`config.mk`:
```
export PLATFORM = sky130hd
export DESIGN_NAME = trm_tape_read_monitor
export DESIGN_NICKNAME = d
export VERILOG_FILES = /design/src/inc/trm_pkg.sv /design/src/inc/trm_timer_if.sv /design/src/rtl/trm_retrig_timer.sv /design/src/rtl/trm_marker_filter.sv /design/src/rtl/trm_tape_read_monitor.sv
export SDC_FILE = /design/constraint.sdc
export NUM_CORES = 1
export LEC_CHECK = 0
export ABC_AREA = 1
export BUFFER_PORTS_ARGS = -buffer_cell sky130_fd_sc_hd__buf_2
export CAP_MARGIN = 10
export CORE_MARGIN = 10
export CORE_UTILIZATION = 38
export CTS_CLUSTER_SIZE = 20
export DETAILED_ROUTE_END_ITERATION = 6
export HOLD_SLACK_MARGIN = 0.15
export PLACE_DENSITY = 0.58
export SETUP_SLACK_MARGIN = 0.3
export SLEW_MARGIN = 20
export SYNTH_ARGS = -nofsm -noshare
export SYNTH_HDL_FRONTEND = slang
export SYNTH_SLANG_ARGS = --single-unit
```
`constraint.sdc`:
```
create_clock -name clk_i -period 2.18 [get_ports clk_i]
set_input_delay 0.109 -clock clk_i [delete_from_list [all_inputs] [get_ports clk_i]]
set_output_delay 0.109 -clock clk_i [all_outputs]
set_load 0.05 [all_outputs]
```
`src/inc/trm_pkg.sv`:
```
// Package: constants, state types and register map of the tape read monitor
package trm_pkg;

  localparam int unsigned CLK_HZ          = 20000000;
  // Marker debounce delay in microseconds
  localparam int unsigned MARKER_DELAY_US = 20;
  localparam int unsigned MARKER_DELAY_CYC =
    (MARKER_DELAY_US * CLK_HZ + 999999) / 1000000;
  // Inter-character gap timeout in microseconds
  localparam int unsigned CHAR_GAP_US     = 60;
  localparam int unsigned CHAR_GAP_CYC    = (CHAR_GAP_US * CLK_HZ) / 1000000;
  // File finder timeout in tenths of a millisecond (31.5 ms)
  localparam int unsigned FILE_GAP_TENTH_MS = 315;
  localparam int unsigned FILE_GAP_CYC =
    (FILE_GAP_TENTH_MS * (CLK_HZ / 1000)) / 10;

  localparam logic [3:0] MARK_RECORD_CNT = 4'h4;
  localparam logic [3:0] MARK_FILE_CNT   = 4'h8;
  localparam logic [3:0] BIT_CLEAR_CNT   = 4'h4;
  localparam logic [3:0] BIT_BYTE_CNT    = 4'h8;

  // Register byte offsets on the Wishbone bus
  localparam logic [3:0] REG_CTRL   = 4'h0;
  localparam logic [3:0] REG_STATUS = 4'h4;
  localparam logic [3:0] REG_MASK   = 4'h8;
  localparam logic [3:0] REG_DATA   = 4'hc;

  // Control register bits
  localparam int unsigned CTRL_FIND_GAPS = 0;
  localparam int unsigned CTRL_FILE_FIND = 1;
  localparam logic [1:0]  CTRL_RESET     = 2'h0;

  // Event bits in status and mask
  localparam int unsigned EV_BYTE   = 0;
  localparam int unsigned EV_RECORD = 1;
  localparam int unsigned EV_FILE   = 2;
  localparam int unsigned EV_GAP    = 3;
  localparam int unsigned EV_START  = 4;
  localparam int unsigned EV_END    = 5;
  localparam int unsigned EV_W      = 6;
  localparam logic [5:0]  MASK_RESET = 6'h00;

  typedef enum logic [1:0] {
    TRM_BUS_IDLE = 2'b01,
    TRM_BUS_ACK  = 2'b10
  } trm_bus_st_t;

endpackage

```
`src/inc/trm_timer_if.sv`:
```
// Interface carrying trigger and status of one retriggerable timer
`timescale 1ns/1ns
interface trm_timer_if;
  logic trig;
  logic run;
  logic expire;
  modport owner (output trig, input run, input expire);
  modport timer (input trig, output run, output expire);
endinterface

```
`src/rtl/trm_retrig_timer.sv`:
```
// Retriggerable one-shot counter on the system clock
`timescale 1ns/1ns
module trm_retrig_timer #(
  parameter int unsigned COUNT = 16,
  parameter int unsigned W     = 16
) (
  input  wire logic   clk_i,
  input  wire logic   rst_i,
  input  wire logic   hold_i,
  trm_timer_if.timer  tmr
);
  typedef struct packed {
    logic [W-1:0] cnt;
    logic         run;
    logic         expire;
  } trm_tmr_st_t;

  trm_tmr_st_t st_q;
  trm_tmr_st_t st_d;

  always_comb begin
    st_d        = st_q;
    st_d.expire = 1'b0;
    if (hold_i) begin
      st_d.cnt = '0;
      st_d.run = 1'b0;
    end else if (tmr.trig) begin
      st_d.cnt = W'(COUNT - 1);
      st_d.run = 1'b1;
    end else if (st_q.run) begin
      if (st_q.cnt == '0) begin
        st_d.run    = 1'b0;
        st_d.expire = 1'b1;
      end else begin
        st_d.cnt = st_q.cnt - 1'b1;
      end
    end
  end

  always_ff @(posedge clk_i) begin
    if (rst_i) begin
      st_q <= '0;
    end else begin
      st_q <= st_d;
    end
  end

  assign tmr.run    = st_q.run;
  assign tmr.expire = st_q.expire;
endmodule

```
`src/rtl/trm_marker_filter.sv`:
```
// Debounce and delay filter for one tape position marker
`timescale 1ns/1ns
module trm_marker_filter #(
  parameter int unsigned DELAY = 400,
  parameter int unsigned W     = 10
) (
  input  wire logic clk_i,
  input  wire logic rst_i,
  input  wire logic raw_i,
  output logic      clean_o,
  output logic      rise_o
);
  typedef struct packed {
    logic [1:0]   sync;
    logic [W-1:0] cnt;
    logic         clean;
    logic         rise;
  } trm_flt_st_t;

  trm_flt_st_t st_q;
  trm_flt_st_t st_d;

  always_comb begin
    st_d      = st_q;
    st_d.sync = {st_q.sync[0], raw_i};
    st_d.rise = 1'b0;
    if (st_q.sync[1] == st_q.clean) begin
      st_d.cnt = '0;
    end else if (st_q.cnt == W'(DELAY - 1)) begin
      st_d.cnt   = '0;
      st_d.clean = st_q.sync[1];
      st_d.rise  = st_q.sync[1];
    end else begin
      st_d.cnt = st_q.cnt + 1'b1;
    end
  end

  always_ff @(posedge clk_i) begin
    if (rst_i) begin
      st_q <= '0;
    end else begin
      st_q <= st_d;
    end
  end

  assign clean_o = st_q.clean;
  assign rise_o  = st_q.rise;
endmodule

```
`src/rtl/trm_tape_read_monitor.sv`:
```
// Tape read monitor: gap, mark, byte and file-gap detection with Wishbone registers
//
// Implementation choices: the Wishbone slave port and the placing of the registers.
`timescale 1ns/1ns
// Behaviour
// - Debounce markers, pass on after 20 us
// - Each clean marker sets its own flag
// - Gap timer retriggered by each bit clock while find gaps is set
// - 60 us without clocks ends a gap period
// - Mark count four raises record mark
// - Mark count eight raises file mark
// - Mark count cleared by bits or enable low
// - Bit counter counts only while gap timer runs
// - Bit count four clears mark counter
// - Bit count eight raises byte ready
// - Gap timer expiry clears bit counter
// - Bit count eight retriggers 31.5 ms finder
// - Finder expiry raises file gap found
// - Each detection raises an interrupt event
// - Serial read bits deserialised into bytes
module trm_tape_read_monitor
  import trm_pkg::*;
#(
  parameter int unsigned FILE_GAP_COUNT = FILE_GAP_CYC
) (
  input  wire logic        clk_i,
  input  wire logic        rst_i,
  input  wire logic        wb_cyc_i,
  input  wire logic        wb_stb_i,
  input  wire logic        wb_we_i,
  input  wire logic [3:0]  wb_adr_i,
  input  wire logic [3:0]  wb_sel_i,
  input  wire logic [31:0] wb_dat_i,
  output logic      [31:0] wb_dat_o,
  output logic             wb_ack_o,
  input  wire logic        recovered_bit_clock_i,
  input  wire logic        read_data_i,
  input  wire logic        tape_start_marker_i,
  input  wire logic        tape_end_marker_i,
  output logic             tape_start_seen_o,
  output logic             tape_end_seen_o,
  output logic             record_mark_seen_o,
  output logic             file_mark_seen_o,
  output logic             byte_ready_o,
  output logic             file_gap_found_o,
  output logic             irq_o
);

  typedef struct packed {
    logic [2:0]        clk_sync;
    logic [1:0]        dat_sync;
    logic [7:0]        shift;
    logic [7:0]        data;
    logic [3:0]        bit_cnt;
    logic [3:0]        mark_cnt;
    logic              record_mark;
    logic              file_mark;
    logic              byte_ready;
    logic              file_gap;
    logic [1:0]        ctrl;
    logic [EV_W-1:0]   status;
    logic [EV_W-1:0]   mask;
    logic              irq;
    logic              start_seen;
    logic              end_seen;
    trm_bus_st_t       bus;
    logic              ack;
    logic [31:0]       rdat;
  } trm_st_t;

  trm_st_t st_q;
  trm_st_t st_d;

  trm_timer_if gap_tmr ();
  trm_timer_if file_tmr ();

  logic start_clean;
  logic start_rise;
  logic end_clean;
  logic end_rise;
  logic bit_edge;
  logic find_gaps;
  logic finder_on;
  logic bus_req;
  logic wr_fire;
  logic [EV_W-1:0] ev;

  trm_marker_filter #(
    .DELAY (MARKER_DELAY_CYC),
    .W     (10)
  ) u_start_flt (
    .clk_i   (clk_i),
    .rst_i   (rst_i),
    .raw_i   (tape_start_marker_i),
    .clean_o (start_clean),
    .rise_o  (start_rise)
  );

  trm_marker_filter #(
    .DELAY (MARKER_DELAY_CYC),
    .W     (10)
  ) u_end_flt (
    .clk_i   (clk_i),
    .rst_i   (rst_i),
    .raw_i   (tape_end_marker_i),
    .clean_o (end_clean),
    .rise_o  (end_rise)
  );

  trm_retrig_timer #(
    .COUNT (CHAR_GAP_CYC),
    .W     (12)
  ) u_gap_tmr (
    .clk_i  (clk_i),
    .rst_i  (rst_i),
    .hold_i (1'b0),
    .tmr    (gap_tmr.timer)
  );

  trm_retrig_timer #(
    .COUNT (FILE_GAP_COUNT),
    .W     (20)
  ) u_file_tmr (
    .clk_i  (clk_i),
    .rst_i  (rst_i),
    .hold_i (!finder_on),
    .tmr    (file_tmr.timer)
  );

  // bit clock edge after two sync stages
  assign bit_edge  = st_q.clk_sync[1] & ~st_q.clk_sync[2];
  assign find_gaps = st_q.ctrl[CTRL_FIND_GAPS];
  assign finder_on = st_q.ctrl[CTRL_FILE_FIND];

  // each bit clock retriggers the gap timer while enabled, the finder only on bit count eight
  assign gap_tmr.trig  = bit_edge & find_gaps;
  assign file_tmr.trig = bit_edge & gap_tmr.run & (st_q.bit_cnt == BIT_BYTE_CNT - 4'h1);

  assign bus_req = wb_cyc_i & wb_stb_i;
  // Write lands at the edge where the master samples ack high
  assign wr_fire = bus_req & wb_we_i & (st_q.bus == TRM_BUS_ACK);

  always_comb begin
    st_d          = st_q;
    st_d.clk_sync = {st_q.clk_sync[1:0], recovered_bit_clock_i};
    st_d.dat_sync = {st_q.dat_sync[0], read_data_i};
    ev            = '0;

    // shift serial bits on each bit clock
    if (bit_edge) begin
      st_d.shift = {st_q.shift[6:0], st_q.dat_sync[1]};
    end

    // bit counter counts while timer runs
    if (bit_edge && gap_tmr.run) begin
      st_d.bit_cnt = st_q.bit_cnt + 4'h1;
      if (st_q.bit_cnt == BIT_BYTE_CNT - 4'h1) begin
        st_d.bit_cnt    = '0;
        st_d.byte_ready = 1'b1;
        st_d.data       = {st_q.shift[6:0], st_q.dat_sync[1]};
        ev[EV_BYTE]     = 1'b1;
      end
    end else if (bit_edge) begin
      st_d.byte_ready = 1'b0;
    end

    if (gap_tmr.expire) begin
      st_d.bit_cnt = '0;
      st_d.mark_cnt = st_q.mark_cnt + 4'h1;
      if (st_q.mark_cnt + 4'h1 == MARK_RECORD_CNT) begin
        st_d.record_mark = 1'b1;
        ev[EV_RECORD]    = 1'b1;
      end
      if (st_q.mark_cnt + 4'h1 == MARK_FILE_CNT) begin
        st_d.file_mark = 1'b1;
        ev[EV_FILE]    = 1'b1;
      end
    end

    // clear on bit count four or enable low
    // a character clears the count, but its trailing gap counts as one mark
    if (!find_gaps ||
        (bit_edge && gap_tmr.run && st_q.bit_cnt == BIT_CLEAR_CNT - 4'h1)) begin
      st_d.mark_cnt    = '0;
      st_d.record_mark = 1'b0;
      st_d.file_mark   = 1'b0;
    end
    if (!find_gaps) begin
      st_d.bit_cnt = '0;
    end

    // finder expiry flags a file gap
    if (file_tmr.expire) begin
      st_d.file_gap = 1'b1;
      ev[EV_GAP]    = 1'b1;
    end else if (file_tmr.trig || !finder_on) begin
      st_d.file_gap = 1'b0;
    end

    // each marker sets its own flag
    st_d.start_seen = start_clean;
    st_d.end_seen   = end_clean;
    ev[EV_START]    = start_rise;
    ev[EV_END]      = end_rise;

    // Wishbone slave, one wait state then ack
    st_d.ack = 1'b0;
    case (st_q.bus)
      TRM_BUS_IDLE: begin
        if (bus_req) begin
          st_d.ack = 1'b1;
          st_d.bus = TRM_BUS_ACK;
          case (wb_adr_i)
            REG_CTRL:   st_d.rdat = {30'h0, st_q.ctrl};
            REG_STATUS: st_d.rdat = {26'h0, st_q.status};
            REG_MASK:   st_d.rdat = {26'h0, st_q.mask};
            REG_DATA:   st_d.rdat = {24'h0, st_q.data};
            default:    st_d.rdat = 32'h0;
          endcase
        end
      end
      TRM_BUS_ACK: begin
        st_d.bus = TRM_BUS_IDLE;
      end
      default: begin
        st_d.bus = TRM_BUS_IDLE;
      end
    endcase

    if (wr_fire && wb_sel_i[0]) begin
      if (wb_adr_i == REG_CTRL) begin
        st_d.ctrl = wb_dat_i[1:0];
      end
      if (wb_adr_i == REG_MASK) begin
        st_d.mask = wb_dat_i[EV_W-1:0];
      end
    end

    // sticky events, set wins over clear
    if (wr_fire && wb_sel_i[0] && wb_adr_i == REG_STATUS) begin
      st_d.status = (st_q.status & ~wb_dat_i[EV_W-1:0]) | ev;
    end else begin
      st_d.status = st_q.status | ev;
    end
    st_d.irq = |(st_d.status & st_d.mask);
  end

  always_ff @(posedge clk_i) begin
    if (rst_i) begin
      st_q        <= '0;
      st_q.ctrl   <= CTRL_RESET;
      st_q.mask   <= MASK_RESET;
      st_q.bus    <= TRM_BUS_IDLE;
    end else begin
      st_q <= st_d;
    end
  end

  assign wb_dat_o           = st_q.rdat;
  assign wb_ack_o           = st_q.ack;
  assign tape_start_seen_o  = st_q.start_seen;
  assign tape_end_seen_o    = st_q.end_seen;
  assign record_mark_seen_o = st_q.record_mark;
  assign file_mark_seen_o   = st_q.file_mark;
  assign byte_ready_o       = st_q.byte_ready;
  assign file_gap_found_o   = st_q.file_gap;
  assign irq_o              = st_q.irq;
endmodule

```
==> summary.log <==
INFO  sta            slew_headroom=64.5%
INFO  routing        antenna_violating_nets_post_route=0
INFO  clock_tree     clock_insertion_delay_worst_skew=0.42ns
INFO  sta            final-setup-viol-count=0
INFO  clock_tree     clkTransAtPathRegs=0.05ns
INFO  cells_and_area antenna_cells_inserted=0
INFO  routing        wl=12800microns
INFO  synthesis      yosysSeqAreaShare=42.3%
INFO  clock_tree     maximum_number_of_buffers_from_clock_root_to_sink=2
INFO  synthesis      post_synth_instance_area=5870squm
INFO  routing        detail_route.drc_violations=0
INFO  cells_and_area mostFrequentLayoutCells=nand2_1 (141), dfxtp_1 (124), nor2_1 (120)
INFO  critical_path  worst_r2r_endpoint=u_file_tmr.st_q[8]
INFO  routing        post_drt_via_cell_ratio=4.66
INFO  cells_and_area final_layout_size_suffix_gt1_share=12.2%
INFO  sta            grt_setup_unrepaired=yes
INFO  placement      detailed_place_hpwl=9340microns
INFO  critical_path  timing.critical_path.cells=inv_2, ha_1, nand2_2, nor2_4, nand3_4, nand2_2, inv_4, nand2_1, or2_2, a21oi_1
INFO  global_routing wire_length_of_the_first_global_routing_pass=21700microns
INFO  cells_and_area sequential_cell_area=2480squm
INFO  critical_path  r2r.worst_path.cells=10
INFO  critical_path  r2r_setup_slack=0.42ns
INFO  sta            number_of_slew_limit_violations_in_the_final_report=0
INFO  run            drv.max_cap_violation_count=0
INFO  cells_and_area layout.nets=932
INFO  floorplanning  initial_core_util=38.7%
INFO  worst_hold_path whs_path_depth=5
INFO  global_routing antenna_violations_before_repair=0
INFO  critical_path  critical_path.endpoint_type=flip-flop
INFO  clock_tree     tritoncts_num_sinks=124
INFO  placement      placed_cells_incl_taps=1026
INFO  critical_path  worst_setup_path_start_kind=flip-flop
INFO  floorplanning  placement_rows=45
INFO  clock_tree     htree_levels=4
INFO  synthesis      netlist-cell-type-count=39
INFO  global_routing grt_pass1_vias=4624
INFO  worst_hold_path timing.hold.worst.class=in -> reg
INFO  global_routing grt_remaining_overflow=0
INFO  clock_tree     cts_buf_count=17
INFO  sta            fin_setup_tns=0ns
INFO  placement      io_buffers=35
INFO  routing        drtPass1Iterations=5
INFO  critical_path  worst-endpoint-arrival=2.11ns
INFO  critical_path  critical_path_buf_inv_count=2
INFO  sta            finalWorstPathRequiredPeriod=1.76ns
INFO  sta            final.setup.worst_slack=0.424ns
INFO  sta            timing.final.hold_violations=0
INFO  worst_hold_path timing.hold.worst.start=wb_we_i
INFO  cells_and_area area_added_between_synthesis_and_finish=16.0%
INFO  sta            clock.fmax=0.570GHz
INFO  sta            skew=0.00850ns
INFO  critical_path  crit_slowest_cell=dfxtp_1
INFO  cells_and_area summed_area_of_non_filler_cells_in_the_final_layout=6810squm
INFO  outcome        status=completed
INFO  critical_path  timing.rr.start=u_file_tmr.st_q[2]
INFO  cells_and_area layout_commonest_cell=nand2_1
INFO  pwr            design_power_total=4.92mW
INFO  critical_path  worst-endpoint-required=2.53ns
INFO  floorplanning  floorplan.io_pins=89
INFO  pwr            irDropWorstVdd=531uV
INFO  pwr            cellLeakagePower=2.97nW
INFO  critical_path  cpPeakStageDelay=0.38ns
INFO  routing        drt_first_iter_violations=281
INFO  floorplanning  die_width=144microns
INFO  routing        num_vias=5005
INFO  critical_path  timing_worst_setup_path_type=reg -> reg
INFO  critical_path  most_frequent_cell_on_the_critical_path=nand2_2
INFO  placement      dpl_cell_area=6120squm
INFO  placement      gp_congestion=0.853
INFO  sta            worst_hold_slack=0.170ns
INFO  pwr            cellPowerDensity=723nW/um^2
INFO  placement      place_ws=0.324ns
INFO  routing        wl_per_cell=11.9microns
INFO  clock_tree     clockRootBuffer=clkbuf_16
INFO  synthesis      synthesis.yosys.warnings=0
INFO  global_routing grt_start_max_net_pins=25
INFO  synthesis      synth_area_per_cell=7.18squm
INFO  cells_and_area non_filler_instance_count_after_layout=1073
INFO  cells_and_area finish.utilization=44.9%
INFO  clock_tree     cts_tree=yes
INFO  worst_hold_path worst_case_hold_path_end_point=st_q[47]
INFO  floorplanning  die_area=20800squm
INFO  floorplanning  design.core.area=15100squm
INFO  global_routing grt_usage=13.0%
INFO  sta            timing.final.crit_share=80.5%
INFO  cells_and_area multi_input_comb_area=2720squm
INFO  sta            pin_slew_with_the_least_headroom_to_its_limit=0.531ns
INFO  synthesis      synth_cells=817
INFO  critical_path  cp_max_fo=11
INFO  synthesis      synth_seq_cells=124
INFO  cells_and_area fillCellCount=1573
INFO  critical_path  critical_path.top_delay_family=simple AND/OR/NAND/NOR gates
INFO  floorplanning  die-height=144microns
logic make-up (layout without fill, tap and decap cells):
kind of cell             Yosys count  after routing  share of synthesized area (%)
AND/OR/NAND/NOR                  375            375                           28.6
buffers and inverters            165            210                           13.0
AO/OA/AOI/OAI                    126            126                           11.7
flip-flops                       124            124                           42.3
XOR/XNOR                          18             18                           2.69
adder cells (fa/ha/maj)            8              8                           1.71
other                              1             24                         0.0639
metal layers:
layer / up-vias / wire length [microns] / track usage (%)
met4: 0 / 193 / 5.90
met3: 16 / 640 / 3.15
li1: 2692 / - / -
met2: 94 / 5720 / 20.0
met5: - / 0 / 0
met1: 2203 / 6240 / 16.8
synth_stat cells (all sizes together):
cell / number / share of area [%]
o22ai: 5 / 0.53
inv: 118 / 7.5
nor3b: 6 / 0.77
buf: 40 / 5.0
o21a: 1 / 0.13
nor4: 2 / 0.21
ha: 8 / 1.7
dfxtp: 124 / 42
o211ai: 5 / 0.73
nand3b: 3 / 0.38
nand2: 149 / 9.9
nor2: 131 / 9.2
a31oi: 9 / 0.96
o221ai: 1 / 0.15
or2: 5 / 0.53
nor3: 15 / 1.3
nand3: 43 / 4.1
a21oi: 52 / 4.5
o21bai: 3 / 0.38
o21ai: 49 / 4.2
clkbuf: 7 / 0.45
a211oi: 1 / 0.13
conb: 1 / 0.064
xor2: 12 / 1.8
nand4: 21 / 2.2
xnor2: 6 / 0.90
flip-flops by register name (all words and copies together) (netlist names), 3 cells and up:
register,cells
u_start_flt.st_q,11
u_gap_tmr.st_q,12
st_d,3
u_end_flt.st_q,11
st_q,39
u_file_tmr.st_q,20
wb_dat_o,8
area by class of cell:
cell class | instances | area share [%]
well taps | 188 | 3.46
flip-flops and latches | 124 | 36.5
inverters | 118 | 6.54
repair buffers | 63 | 6.21
clock inverters | 8 | 0.717
multi-input cells | 551 | 40.0
clock buffers | 21 | 6.62
worst reg2reg max path, cell delays in order, from the launching register on:
cell	delay [ns]
dfxtp_1	0.38
inv_2	0.08
ha_1	0.23
nand2_2	0.12
nor2_4	0.06
nand3_4	0.13
nand2_2	0.09
inv_4	0.13
nand2_1	0.08
or2_2	0.27
a21oi_1	0.13
repair_timing:
| action | in CTS | in global routing |
|---|---|---|
| gates resized for setup | 0 | 6 |
| setup endpoints to repair | 0 | 23 |
| endpoints found under the hold margin | 20 | 0 |
| buffers inserted | 0 | 3 |
| hold buffers | 15 | 0 |
worst max path at each step:
stage	from	end	slack, ns	cells past startpoint
after floorplan	u_file_tmr.st_q[2]	u_file_tmr.st_q[18]	0.58	12
after global placement	u_file_tmr.st_q[2]	u_file_tmr.st_q[8]	0.36	10
after detailed placement	u_file_tmr.st_q[2]	u_file_tmr.st_q[8]	0.32	10
after CTS	u_file_tmr.st_q[2]	u_file_tmr.st_q[8]	0.32	10
after global routing	u_file_tmr.st_q[2]	u_file_tmr.st_q[8]	0.27	10
final	u_file_tmr.st_q[2]	u_file_tmr.st_q[8]	0.42	10
power breakdown:
group	total [mW]	internal (mW)	switching (mW)
Sequential	2.30	2.29	0.00925
Clock	2.41	1.45	0.960
Combinational	0.220	0.0518	0.168
Total	4.92	3.78	1.14
No activity file was read; power rests on OpenSTA's default activity.
